**config.mk**
```make
export PLATFORM = sky130hd
export DESIGN_NAME = telegram_tx_flat
export DESIGN_NICKNAME = d
export VERILOG_FILES = /design/src/telegram_pkg.sv /design/src/telegram_link_if.sv /design/src/telegram_tx.sv /design/src/flat_wrapper.sv
export VERILOG_INCLUDE_DIRS = /design/src
export SDC_FILE = /design/constraint.sdc
export NUM_CORES = 1
export LEC_CHECK = 0
export BUFFER_PORTS_ARGS = -buffer_cell sky130_fd_sc_hd__buf_2
export CAP_MARGIN = 0
export CORE_UTILIZATION = 53
export CTS_CLUSTER_DIAMETER = 200
export CTS_CLUSTER_SIZE = 25
export DETAILED_ROUTE_END_ITERATION = 6
export GPL_ROUTABILITY_DRIVEN = 0
export GPL_TIMING_DRIVEN = 0
export PLACE_DENSITY = 0.71
export SYNTH_ARGS = -nofsm -noshare
export SYNTH_HDL_FRONTEND = slang
export SYNTH_SLANG_ARGS = --single-unit
```
**constraint.sdc**
```tcl
create_clock -name clk_in -period 43 [get_ports clk_in]
set_input_delay 10.75 -clock clk_in [delete_from_list [all_inputs] [get_ports clk_in]]
set_output_delay 10.75 -clock clk_in [all_outputs]
set_load 0.01 [all_outputs]
```
**src/telegram_defs.svh**
```systemverilog
// constants for the telegram serial output path and its host receiver
// assumes a 100 MHz clock and a single reset shared by both ends
// Function
// serial mode: forward each filtered telegram as block
// empty learned table forwards every telegram
// learned table: forward only matching transmitter ids
// block is two sync, one header, data
// 9600 bps, eight data bits, no parity
// line rests high between characters
// low start bit, eight bits lsb first
// exactly one high stop bit per character
// header length field counts following octets, eleven
// checksum is low byte of non-sync sum
// block octets back to back, never interleaved
`ifndef TELEGRAM_DEFS_SVH
`define TELEGRAM_DEFS_SVH
`define CLK_HZ          100000000
`define BAUD_BPS        9600
`define BIT_CYCLES      (`CLK_HZ / `BAUD_BPS)
`define HALF_BIT_CYCLES (`BIT_CYCLES / 2)
`define SYNC_HI         8'hA5
`define SYNC_LO         8'h5A
`define HSEQ_UNKNOWN    3'h0
`define HSEQ_KNOWN      3'h1
`define BLOCK_LEN       5'h0B
`define PAYLOAD_OCTETS  4'hA
`define LEARN_SLOTS     4
`endif

```
**src/telegram_pkg.sv**
```systemverilog
// types shared by both ends of the telegram serial link
// assumes telegram_defs.svh constants alongside
`default_nettype none
package telegram_pkg;
  typedef struct packed {
    logic [7:0]  org;
    logic [31:0] data;
    logic [31:0] id;
    logic [7:0]  status;
  } telegram_t;
  typedef enum logic [1:0] {ser_idle, ser_start, ser_bits, ser_stop} ser_state_t;
endpackage : telegram_pkg
`default_nettype wire

```
**src/telegram_link_if.sv**
```systemverilog
// serial line between the receiver module and the host
// assumes both ends share clk_in
`default_nettype none
interface telegram_link_if;
  logic line;
  modport dev  (output line);
  modport host (input line);
endinterface : telegram_link_if
`default_nettype wire

```
**src/telegram_tx.sv**
```systemverilog
// device end: filters received telegrams, frames blocks, sends them on the line
// assumes telegrams arrive on a valid/ready port in the same clock domain
`include "telegram_defs.svh"
`default_nettype none
module telegram_tx #(
  parameter int BIT_TICKS = `BIT_CYCLES
) (
  input  wire logic                   clk_in,
  input  wire logic                   rst_in,
  input  wire logic                   serial_mode_in,
  input  wire logic                   rx_valid_in,
  output logic                        rx_ready_out,
  input  wire telegram_pkg::telegram_t rx_telegram_in,
  input  wire logic                   learn_we_in,
  input  wire logic [1:0]             learn_slot_in,
  input  wire logic                   learn_valid_in,
  input  wire logic [31:0]            learn_id_in,
  output logic                        busy_out,
  telegram_link_if.dev                link
);
  logic [31:0]                 table_id_q [`LEARN_SLOTS];
  logic [`LEARN_SLOTS-1:0]     table_v_q;
  telegram_pkg::telegram_t     buf_q [2];
  logic                        wr_ptr_q;
  logic                        rd_ptr_q;
  logic [1:0]                  cnt_q;
  logic                        match;
  logic                        pass;
  logic                        buf_full;
  logic                        buf_empty;
  logic                        take;
  logic                        pop;
  telegram_pkg::telegram_t     cur_q;
  logic [3:0]                  oct_q;
  logic                        active_q;
  logic [7:0]                  sum_q;
  logic [7:0]                  octet;
  telegram_pkg::ser_state_t    st_q;
  logic [13:0]                 tick_q;
  logic [2:0]                  bit_q;
  logic [7:0]                  sh_q;
  logic                        line_q;
  logic                        ser_ready;
  logic                        load;
  logic                        last_oct;
  logic                        hdr_known;
  logic [7:0]                  hdr_octet;
  logic                        bit_end;
  logic                        chr_done;
  logic [13:0]                 tick_dec;
  logic [2:0]                  bit_nxt;

  // true when a valid table slot holds this transmitter id
  function automatic logic id_learned(logic [31:0] id);
    logic hit;
    hit = 1'b0;
    for (int i = 0; i < `LEARN_SLOTS; i++) begin
      if (table_v_q[i] && table_id_q[i] == id) hit = 1'b1;
    end
    return hit;
  endfunction : id_learned

  // forwarding filter on the offered telegram, header flag on the block being sent
  assign match     = id_learned(rx_telegram_in.id);
  assign hdr_known = id_learned(cur_q.id);
  assign hdr_octet = {(hdr_known ? `HSEQ_KNOWN : `HSEQ_UNKNOWN), `BLOCK_LEN};
  assign pass      = (table_v_q == '0) || match;
  assign buf_full  = cnt_q == 2'd2;
  assign buf_empty = cnt_q == 2'd0;
  assign rx_ready_out = !buf_full || !serial_mode_in;
  assign take      = rx_valid_in && !buf_full && serial_mode_in && pass;
  assign pop       = !buf_empty && !active_q;
  assign bit_end   = tick_q == '0;
  assign tick_dec  = tick_q - 14'd1;
  assign bit_nxt   = bit_q + 3'd1;
  // a character may start as the previous stop bit ends
  assign chr_done  = st_q == telegram_pkg::ser_stop && bit_end;
  assign ser_ready = st_q == telegram_pkg::ser_idle || chr_done;
  assign load      = active_q && ser_ready;
  assign last_oct  = oct_q == `PAYLOAD_OCTETS + 4'd3;
  assign busy_out  = active_q || !buf_empty || st_q != telegram_pkg::ser_idle;

  // octet selection in block order
  always_comb begin
    unique case (oct_q)
      4'd0:    octet = `SYNC_HI;
      4'd1:    octet = `SYNC_LO;
      4'd2:    octet = hdr_octet;
      4'd3:    octet = cur_q.org;
      4'd4:    octet = cur_q.data[31:24];
      4'd5:    octet = cur_q.data[23:16];
      4'd6:    octet = cur_q.data[15:8];
      4'd7:    octet = cur_q.data[7:0];
      4'd8:    octet = cur_q.id[31:24];
      4'd9:    octet = cur_q.id[23:16];
      4'd10:   octet = cur_q.id[15:8];
      4'd11:   octet = cur_q.id[7:0];
      4'd12:   octet = cur_q.status;
      default: octet = sum_q;
    endcase
  end

  // learned transmitter table
  always_ff @(posedge clk_in or posedge rst_in) begin
    if (rst_in) begin
      table_v_q <= '0;
      for (int i = 0; i < `LEARN_SLOTS; i++) table_id_q[i] <= '0;
    end else if (learn_we_in) begin
      table_v_q[learn_slot_in]  <= learn_valid_in;
      table_id_q[learn_slot_in] <= learn_id_in;
    end
  end

  // two-entry telegram buffer
  always_ff @(posedge clk_in or posedge rst_in) begin
    if (rst_in) begin
      wr_ptr_q <= 1'b0;
      rd_ptr_q <= 1'b0;
      cnt_q    <= 2'd0;
      buf_q[0] <= '0;
      buf_q[1] <= '0;
    end else begin
      if (take) begin
        buf_q[wr_ptr_q] <= rx_telegram_in;
        wr_ptr_q        <= !wr_ptr_q;
      end
      if (pop) rd_ptr_q <= !rd_ptr_q;
      cnt_q <= cnt_q + {1'b0, take} - {1'b0, pop};
    end
  end

  // block sequencer: a telegram's last octet is loaded into the serialiser before the next is taken
  always_ff @(posedge clk_in or posedge rst_in) begin
    if (rst_in) begin
      active_q <= 1'b0;
      cur_q    <= '0;
      oct_q    <= 4'd0;
      sum_q    <= 8'h00;
    end else if (pop) begin
      active_q <= 1'b1;
      cur_q    <= buf_q[rd_ptr_q];
      oct_q    <= 4'd0;
      sum_q    <= 8'h00;
    end else if (load) begin
      oct_q <= oct_q + 4'd1;
      if (oct_q >= 4'd2) sum_q <= sum_q + octet;
      if (last_oct) active_q <= 1'b0;
    end
  end

  // character serialiser
  always_ff @(posedge clk_in or posedge rst_in) begin
    if (rst_in) begin
      st_q   <= telegram_pkg::ser_idle;
      tick_q <= '0;
      bit_q  <= 3'd0;
      sh_q   <= 8'h00;
      line_q <= 1'b1;
    end else begin
      unique case (st_q)
        telegram_pkg::ser_idle: begin
          line_q <= 1'b1;
          if (load) begin
            sh_q   <= octet;
            tick_q <= 14'(BIT_TICKS - 1);
            line_q <= 1'b0;
            st_q   <= telegram_pkg::ser_start;
          end
        end
        telegram_pkg::ser_start: begin
          if (bit_end) begin
            tick_q <= 14'(BIT_TICKS - 1);
            line_q <= sh_q[0];
            bit_q  <= 3'd0;
            st_q   <= telegram_pkg::ser_bits;
          end else tick_q <= tick_dec;
        end
        telegram_pkg::ser_bits: begin
          if (bit_end) begin
            tick_q <= 14'(BIT_TICKS - 1);
            if (bit_q == 3'd7) begin
              line_q <= 1'b1;
              st_q   <= telegram_pkg::ser_stop;
            end else begin
              line_q <= sh_q[bit_nxt];
              bit_q  <= bit_nxt;
            end
          end else tick_q <= tick_dec;
        end
        // next start bit follows the stop bit with no idle cycle
        telegram_pkg::ser_stop: begin
          if (chr_done && load) begin
            sh_q   <= octet;
            tick_q <= 14'(BIT_TICKS - 1);
            line_q <= 1'b0;
            st_q   <= telegram_pkg::ser_start;
          end else if (chr_done) begin
            st_q   <= telegram_pkg::ser_idle;
          end else tick_q <= tick_dec;
        end
      endcase
    end
  end

  assign link.line = line_q;
endmodule : telegram_tx
`default_nettype wire

```
**src/flat_wrapper.sv**
```systemverilog
// flat-port wrapper written by rule: the top's interface ports become plain ports
module telegram_tx_flat 
#(
  parameter int BIT_TICKS = `BIT_CYCLES
)
  (clk_in, rst_in, serial_mode_in, rx_valid_in, rx_ready_out, rx_telegram_in, learn_we_in, learn_slot_in, learn_valid_in, learn_id_in, busy_out, link_line);
  telegram_link_if link_i ();
  input  wire logic clk_in;
  input  wire logic rst_in;
  input  wire logic serial_mode_in;
  input  wire logic rx_valid_in;
  output logic rx_ready_out;
  input  wire telegram_pkg::telegram_t rx_telegram_in;
  input  wire logic learn_we_in;
  input  wire logic [1:0] learn_slot_in;
  input  wire logic learn_valid_in;
  input  wire logic [31:0] learn_id_in;
  output logic busy_out;
  output wire logic [$bits(link_i.line)-1:0] link_line;
  assign link_line = link_i.line;
  telegram_tx #(.BIT_TICKS(BIT_TICKS)) u_core (.clk_in(clk_in), .rst_in(rst_in), .serial_mode_in(serial_mode_in), .rx_valid_in(rx_valid_in), .rx_ready_out(rx_ready_out), .rx_telegram_in(rx_telegram_in), .learn_we_in(learn_we_in), .learn_slot_in(learn_slot_in), .learn_valid_in(learn_valid_in), .learn_id_in(learn_id_in), .busy_out(busy_out), .link(link_i));
endmodule
```
# --- Word-level counts from Yosys, hierarchy flattened ---
# Cells that the tools add are included.
classes:
  n_addsub: 6
  n_mux: 57
  n_eq_ne: 34
  n_lt_le_gt_ge: 9
  bitwise: 3
  n_reduce_logical: 48
ops:
  columns: ["cell", "count"]
  rows:
  - ["80-bit 2-to-1 mux", 4]
  - ["32-bit == test", 8]
  - ["160-bit bitwise mux", 1]
  - ["128-bit bitwise mux", 1]
  - ["8-bit case mux with 13 select lines", 1]
  - ["80-bit demux with 1-bit select", 1]
  - ["32-bit demux with 2-bit select", 1]
  - ["14-bit 2-to-1 mux", 4]
  - ["14-bit case mux with 3 select lines", 1]
  - ["8-bit 2-to-1 mux", 5]
  - ["32-bit 2-to-1 mux", 1]
  - ["4-bit == test, second input constant", 6]
  - ["1-bit 2-to-1 mux", 19]
  - ["1-bit logical AND", 18]
  - ["4-bit by 3-bit == test with 1-bit output, second input constant", 4]
  - ["8-bit case mux with 2 select lines", 1]
  - ["14-bit zero test", 1]
  - ["14-bit by 1-bit subtractor with 14-bit output, second input constant", 1]
  - ["2-bit 2-to-1 mux", 6]
  - ["2-bit nonzero test", 6]
  - ["3-bit 2-to-1 mux", 3]
  - ["8-bit adder", 1]
  - ["4-bit by 2-bit == test with 1-bit output, second input constant", 2]
  - ["4-bit zero test", 2]
  - ["37 further kinds", 59]
totals:
  inputBits: 120
  out_inout_bits: 3
  reg_bits: 417
  elab_cells: 185

# --- Logic depth before layout (Yosys ltp) ---
# Gate-level depths: netlist of the first run.
logic_depth:
  word_depth: 12
  mapped_depth: 19
  ltp_nobuf: 18

# --- Worst setup path after synthesis of the first run ---
# No wires, ideal clock.
synth_timing:
  path_type: "input to output"
  startpoint: "input port serial_mode_in"
  endpoint: "output port rx_ready_out"
  t_required_ns: 32.250
  t_arrival_ns: 10.857
  path_buffers: 0
  path_stages: 1
  setup_slack_ns: 21.393
  cell_sequence: "nand3_1"
synth_via:
  elab_chain_cells: 2
synth_lines:
  columns: ["item", "line_no", "source"]
  rows:
  - ["start: declaration", "flat_wrapper.sv:10", "input wire logic serial_mode_in;"]
  - ["1-bit zero test", "telegram_tx.sv:70", "assign rx_ready_out = !buf_full || !serial_mode_in;"]
  - ["1-bit logical OR", "telegram_tx.sv:70", null]
  - ["end: declaration", "flat_wrapper.sv:12", "output logic rx_ready_out;"]
# No other way between the ends.

# --- Worst setup path in the final report of the first run ---
# Same ends and word-level chain as after synthesis.

==> flow_summary_export.csv, run 1 <==
group,metric,value,unit
setup_path,reg2reg_to,"u_core.sum_q[7]",
run,maxCapViolCount,0,
layout,area_growth,8.409,%
global_route,antenna_found_initial,2,
detailed_routing,drtAntennaViolNets,0,
detailed_routing,vias,14549,
logic_synthesis,ys_warn_count,0,
sta,fin_skew,27.77,ps
logic_synthesis,synth-seq-cells,417,
floorplan,start_util,53.92,%
global_route,grt.total_usage,28.56,%
sta,finalSetupTns,0,ps
detailed_routing,drt_pre_antenna_iters,6,
sta,tightest_slew,1166,ps
detailed_routing,drc,0,
logic_synthesis,synth_cell_types,62,
cts,insertion_delay,560,ps
global_route,grt_pass1_wl,87.86,mm
logic_synthesis,synth_edf_count,0,
cts,postCtsSetupBuffers,0,
layout,multi_input_area,9717,um^2
cts,root_buffer,"clkbuf_16",
sta,finalCriticalPeriod,21830,ps
setup_path,reg2reg_setup_slack,38420,ps
setup_path,cp_max_fo,2,
cts,cts_sinks,417,
layout,drive_gt1_share,16.94,%
cts,clkTransAtPathRegs,80,ps
worst_hold_path,worstHoldPathType,"flip-flop to flip-flop",
floorplan,dieArea,40300,um^2
detailed_routing,wire_per_inst,23.66,um
detailed_routing,routed_wl,57.44,mm
status,outcome,"finished, final reports clean",
cts,cts_tree,"yes",
placed_design,dp_cells,2395,
power_and_ir_drop,power.density,58.90,nW/um^2
logic_synthesis,synthCells,1784,
layout,seqCellArea,10440,um^2
setup_path,startpoint_type,"primary input",
power_and_ir_drop,finalPower,1.337,mW
sta,slew_violations,0,
cts,cts_buffer_depth,3,
cts,cts_inserted_buffers,20,
setup_path,cp-startpoint,"serial_mode_in",
worst_hold_path,hold_end,"u_core.buf_q[99]",
power_and_ir_drop,leakage,10.30,nW
setup_path,reg2regPathDepth,14,
logic_synthesis,netlist_area,20940,um^2
floorplan,fp.dieW,200.7,um
floorplan,num_rows,72,
detailed_routing,drt_iter0_markers,1518,
layout,nets,2040,
placed_design,dpl_cell_area,22120,um^2
cts,h-tree-depth,1,
floorplan,core_area,38830,um^2
setup_path,rr_startpoint,"u_core.oct_q[1]",
logic_synthesis,async_flop_share,100.0,%
logic_synthesis,avgSynthCellArea,11.73,um^2
setup_path,critPathCaptureType,"output pin",
floorplan,ios,123,
sta,setup_viol,0,
global_route,grt_max_degree,133,
logic_synthesis,syn-num-nets,1925,
sta,final-hold-violation-count,0,
power_and_ir_drop,vdd_drop_max,0.03685,mV
layout,fin_cells,2428,
sta,max_freq,0.04580,GHz
setup_path,crit_type,"primary input to output pin",
layout,n_fill_cell,3267,
logic_synthesis,yosysSeqAreaShare,49.85,%
logic_synthesis,synth_top_flop_cell,"dfrtp_1",
placed_design,port_buffers,90,
sta,period_share,50.77,%
detailed_routing,viasPerCell,5.992,
setup_path,cp.required,32250,ps
global_route,grt_pass1_vias,14434,
cts,cts_hold_repair.buffers,0,
sta,relSlewSlack,21.55,%
worst_hold_path,whs_path_depth,1,
sta,finalHoldWorstSlack,488.2,ps
setup_path,cp.arrival,11080,ps
floorplan,die_h,200.7,um
worst_hold_path,hold_start,"u_core.buf_q[99]",
placed_design,dp_hpwl,43.11,mm
layout,fin_area,22700,um^2
sta,rsz0062_at_grt,"false",
cts,cts_resized,0,
global_route,grt-ovfl-total,0,
==> routing by layer <==
layer	vias to the layer above	global-route usage [%]	wire length, um
met5	-	0	0
met4	0	6.870	1536
met3	114	5.942	5315
met2	660	42.62	24800
met1	7334	42.60	25790
li1	6441	-	-
==> cells in the final DEF, fill, tap and decap left out, types with 5 or more instances in the layout <==
master	netlist	final
a222oi_1	5	5
mux2_2	175	175
o21ai_0	106	106
nand3b_1	5	5
nand4_1	15	15
nor3_1	23	23
mux2i_1	87	87
inv_1	28	27
mux2_1	125	125
buf_1	5	5
or3_1	6	6
clkbuf_16	0	21
a21oi_1	32	32
clkbuf_1	116	124
a311oi_1	5	5
a22o_1	8	8
buf_6	16	16
nand2_1	110	110
buf_2	7	97
xnor2_1	50	50
nor4_1	54	54
a31oi_1	6	6
ha_1	20	20
nand3_1	27	27
a22oi_1	16	16
dfrtp_1	416	416
o22a_1	6	6
nor2_1	40	40
xor2_1	214	214
a221oi_1	5	5
a211oi_1	9	9
==> cell type report <==
type                            instances  area share, %
Clock buffer                           29          2.448
Antenna cell                            3        0.03308
Buffer                                145          2.983
Tap cell                              518          2.856
Timing Repair Buffer                   93          2.349
Sequential cell                       417          45.98
Multi-Input combinational cell       1194          42.81
Inverter                               28         0.4962
Clock inverter                          1        0.03859
==> metrics by stage <==
stage / worst slack [ps] / utilization [%]
2_1_floorplan: 20650 / -
3_3_place_gp: 16660 / 56.75
3_5_place_dp: 21170 / 56.98
5_1_grt: 21140 / 58.43
6_report: 21170 / 58.45
4_1_cts: 21170 / 58.43
==> worst max-delay path: stages <==
cell and delay [ps]:
buf_2 90, nand3_1 80, buf_2 150
==> worst max-delay path by stage <==
| stage | to | slack [ps] | cells past startpoint |
|---|---|---|---|
| 6_report | rx_ready_out | 21170 | 3 |
| 2_1_floorplan | u_core.active_q | 20650 | 1 |
| 4_1_cts | rx_ready_out | 21170 | 3 |
| 5_1_grt | rx_ready_out | 21140 | 3 |
| 3_3_place_gp | u_core.tick_q[10] | 16660 | 2 |
| 3_5_place_dp | rx_ready_out | 21170 | 3 |
==> flip-flops by register name (all words and copies together), names as in the netlist <==
signal	flops
u_core.st_q	2
u_core.sh_q	8
u_core.table_v_q	4
u_core.cur_q	80
u_core.bit_q	3
u_core.tick_q	14
u_core.table_id_q	128
u_core.wr_ptr_q	1
u_core.cnt_q	2
u_core.buf_q	160
u_core.sum_q	8
u_core.link.line	1
u_core.rd_ptr_q	1
u_core.active_q	1
u_core.oct_q	4
==> kinds of logic (layout without fill, tap and decap cells) <==
logic type | Yosys count | in the layout | share of synthesized area, %
mux | 389 | 389 | 20.51
fa+ha+maj | 21 | 21 | 1.291
flops | 417 | 417 | 49.85
compound gates | 224 | 224 | 6.700
xor+xnor | 264 | 264 | 11.04
simple gates | 296 | 296 | 6.867
other cells | 0 | 3 | 0
buf+inv | 173 | 296 | 3.735
==> cells in the mapped netlist, types with 5 or more instances <==
master,instances,share of area (%)
or3_1,6,0.18
a31oi_1,6,0.18
nand4_1,15,0.45
nand2_1,110,2.0
buf_2,7,0.17
mux2_2,175,9.4
a211oi_1,9,0.32
a311oi_1,5,0.21
clkbuf_1,116,2.1
a22o_1,8,0.33
nand3_1,27,0.65
a222oi_1,5,0.24
mux2_1,125,6.7
ha_1,20,1.2
buf_1,5,0.090
mux2i_1,87,4.2
nor3_1,23,0.55
inv_1,28,0.50
o21ai_0,106,2.5
a221oi_1,5,0.21
nor4_1,54,1.6
buf_6,16,0.86
xnor2_1,50,2.1
xor2_1,214,9.0
a22oi_1,16,0.57
nor2_1,40,0.72
nand3b_1,5,0.18
dfrtp_1,416,50
o22a_1,6,0.25
a21oi_1,32,0.76
==> where the power goes <==
group	total [mW]	internal [mW]	switching, mW
logic	0.521	0.225	0.296
registers	0.600	0.511	0.0886
clock network	0.217	0.0909	0.126
total	1.34	0.827	0.510
No activity file was read; power rests on OpenSTA's default activity.
==> inputs of run 2 (changes only) <==
--- a/config.mk
+++ b/config.mk
@@ -6,6 +6,7 @@
 export SDC_FILE = /design/constraint.sdc
 export NUM_CORES = 1
 export LEC_CHECK = 0
+export ABC_AREA = 1
 export BUFFER_PORTS_ARGS = -buffer_cell sky130_fd_sc_hd__buf_2
 export CAP_MARGIN = 0
 export CORE_UTILIZATION = 53
==> constraint.sdc (replaced) <==
create_clock -name clk_in -period 22.5 [get_ports clk_in]
set_input_delay 5.625 -clock clk_in [delete_from_list [all_inputs] [get_ports clk_in]]
set_output_delay 5.625 -clock clk_in [all_outputs]
set_load 0.01 [all_outputs]
==> run 2 against run 1 <==
Against the previous run: critical endpoint unchanged; the flow now finishes with violations (DRC); synthesized cell count increased by 67%; sequential power increased by 83%; routed wire length increased by 40%; sequential share of layout area decreased by 2.5 points; combinational power decreased by 5.8%; via count increased by 52%; clock power increased by 95%.
==> flow_summary_export.csv, run 2 <==
group,metric,value,unit
layout,final_cell_mix,"nand2_1 (1063), dfrtp_1 (416), o21ai_0 (252)",
logic_synthesis,ys_warn_count,0,
sta,period_share,51.35,%
cts,insertion_delay,610,ps
cts,cts_sinks,417,
layout,top_regs,"u_core.buf_q (160), u_core.table_id_q (128), u_core.cur_q (80)",
cts,postCtsSetupBuffers,0,
global_route,grt_pass1_wl,121.6,mm
layout,n_fill_cell,3963,
sta,relSlewSlack,26.29,%
detailed_routing,vias,22125,
sta,fin_skew,21.82,ps
detailed_routing,wire_per_inst,22.12,um
floorplan,start_util,54.00,%
power_and_ir_drop,vdd_drop_max,0.05726,mV
cts,clkTransAtPathRegs,100,ps
global_route,antenna_found_initial,2,
layout,final_common_cell,"nand2_1",
setup_path,cp_max_fo,2,
layout,largest_reg_flops,160,
run,maxCapViolCount,0,
logic_synthesis,synth_top_family_by_area,"simple AND/OR/NAND/NOR gates",
setup_path,crit_path_cell_trace,"buf_2 > nand3_1 > buf_2",
logic_synthesis,synth_cell_types,51,
sta,slew_violations,0,
cts,cts_resized,0,
floorplan,dieArea,42700,um^2
detailed_routing,drt_iter0_markers,3385,
layout,nets,3243,
logic_synthesis,yosysSeqAreaShare,47.02,%
logic_synthesis,synthCells,2975,
layout,seqCellArea,10440,um^2
setup_path,cp.required,16880,ps
setup_path,critPathMostFrequentCell,"buf_2",
placed_design,dp_hpwl,60.00,mm
logic_synthesis,synthSimpleGateAreaFrac,29.95,%
logic_synthesis,synth_mux_area_share,0,%
setup_path,slowest_stage,"buf_2",
setup_path,rr_startpoint,"u_core.oct_q[1]",
floorplan,ios,123,
setup_path,max_stage_delay,130,ps
status,outcome,"complete, but fails checks",
cts,h-tree-depth,1,
logic_synthesis,synth-seq-cells,417,
setup_path,startpoint_type,"primary input",
floorplan,num_rows,74,
global_route,grt_max_degree,128,
setup_path,reg2reg_setup_slack,18720,ps
cts,root_buffer,"clkbuf_16",
floorplan,core_area,41110,um^2
sta,setup_viol,0,
setup_path,cp.arrival,5930,ps
floorplan,die_h,206.7,um
power_and_ir_drop,power.density,83.70,nW/um^2
floorplan,fp.dieW,206.7,um
logic_synthesis,netlist.area_leader.share,46.90,%
cts,cts_inserted_buffers,20,
logic_synthesis,synth_compound_area_share,11.01,%
logic_synthesis,synth_commonest_cells,"nand2_1 (1063), dfrtp_1 (416), o21ai_0 (252)",
sta,tightest_slew,1106,ps
sta,final-hold-violation-count,0,
sta,finalCriticalPeriod,11550,ps
worst_hold_path,worstHoldPathType,"flip-flop to flip-flop",
layout,top_register,"u_core.buf_q",
logic_synthesis,synth_xor_area_share,2.999,%
global_route,grt_pass1_vias,20385,
detailed_routing,drtAntennaViolNets,0,
setup_path,crit_type,"primary input to output pin",
logic_synthesis,synth_area_leader_cell,"dfrtp_1",
logic_synthesis,async_flop_share,100.0,%
sta,finalHoldWorstSlack,482.2,ps
layout,final_core_util,58.44,%
logic_synthesis,synth_area_leaders,"dfrtp_1 (47%), nand2_1 (18%), o21ai_0 (5.7%), nand4_1 (5.1%), inv_1 (4.2%)",
cts,cts_hold_repair.buffers,0,
detailed_routing,routed_wl,80.61,mm
sta,rsz0062_at_grt,"false",
cts,cts_tree,"yes",
setup_path,critPathCaptureType,"output pin",
setup_path,cp-startpoint,"serial_mode_in",
logic_synthesis,synth_top_flop_cell,"dfrtp_1",
detailed_routing,drt_pre_antenna_iters,7,
power_and_ir_drop,leakage,12.00,nW
detailed_routing,viasPerCell,6.072,
status,violations,"DRC",
placed_design,port_buffers,102,
logic_synthesis,syn-num-nets,3116,
sta,finalSetupTns,0,ps
detailed_routing,drc,475,
logic_synthesis,synth_fa_ha_area_share,1.218,%
sta,max_freq,0.08655,GHz
layout,drive_gt1_share,6.847,%
layout,area_growth,8.235,%
cts,cts_buffer_depth,3,
logic_synthesis,avgSynthCellArea,7.461,um^2
setup_path,path_buf_inv,2,
worst_hold_path,hold_start,"u_core.buf_q[4]",
setup_path,cpLargestDelayFamily,"buffers and inverters",
logic_synthesis,synth_edf_count,0,
global_route,grt-ovfl-total,0,
logic_synthesis,netlist_area,22200,um^2
layout,multi_input_area,10030,um^2
logic_synthesis,synth.most_common_cell,"nand2_1",
global_route,grt.total_usage,38.42,%
## run 2: report_power, final
part | switching (mW) | total (mW) | internal (mW)
combinational | 0.331 | 0.491 | 0.160
clock | 0.255 | 0.423 | 0.169
sequential | 0.168 | 1.10 | 0.929
## run 2: stage by stage
step                std cells  instance area [um^2]  total power [mW]  setup slack [ps]
finish                   3644                 24030             2.011             10950
CTS                      3643                 24020             1.980             10950
detailed placement       3612                 23460             1.569             10950
global route             3643                 24020             2.108             10940
global placement         3609                 23370             1.549              1305
floorplan                2975                 22200             1.375              5270
## run 2: area by class of cell
class | count | area share, %
clock buffer | 29 | 2.224
sequential | 417 | 43.44
buffer | 166 | 3.187
multi-input combinational | 2134 | 41.74
inverter | 258 | 4.062
timing repair buffer | 105 | 2.468
clock inverter | 2 | 0.1042
antenna | 1 | 0.01042
tap | 532 | 2.771
## run 2: logic make-up after synthesis
family | count (synthesis)
xor+xnor | 76
compound gates | 437
simple gates | 1600
buf+inv | 424
fa+ha+maj | 21
flops | 417
## run 2: worst paths after layout
| check | end | cells after the start |
|---|---|---|
| setup / recovery | rx_ready_out | 3 |
| hold / removal | u_core.buf_q[4] | 2 |
| setup reg to reg | u_core.sum_q[6] | 18 |
| hold reg to reg | u_core.buf_q[4] | 2 |
| max in group asynchronous | u_core.cur_q[49] | 4 |
| min in group asynchronous | u_core.table_id_q[104] | 2 |
## run 2: routing by layer
metal / vias up / share of wire, % / global-route usage, %
met3: 301 / 14 / 14.02
met4: 4 / 5.1 / 15.68
met2: 1429 / 39 / 51.98
met5: - / 0.088 / 1.267
li1: 9924 / - / -
met1: 10467 / 41 / 55.03
## run 2: tightest hold or removal path, delay by kind of cell (launching register included)
kind | cells | cell delay [ps]
flip-flops | 1 | 360
AND/OR/NAND/NOR | 2 | 100
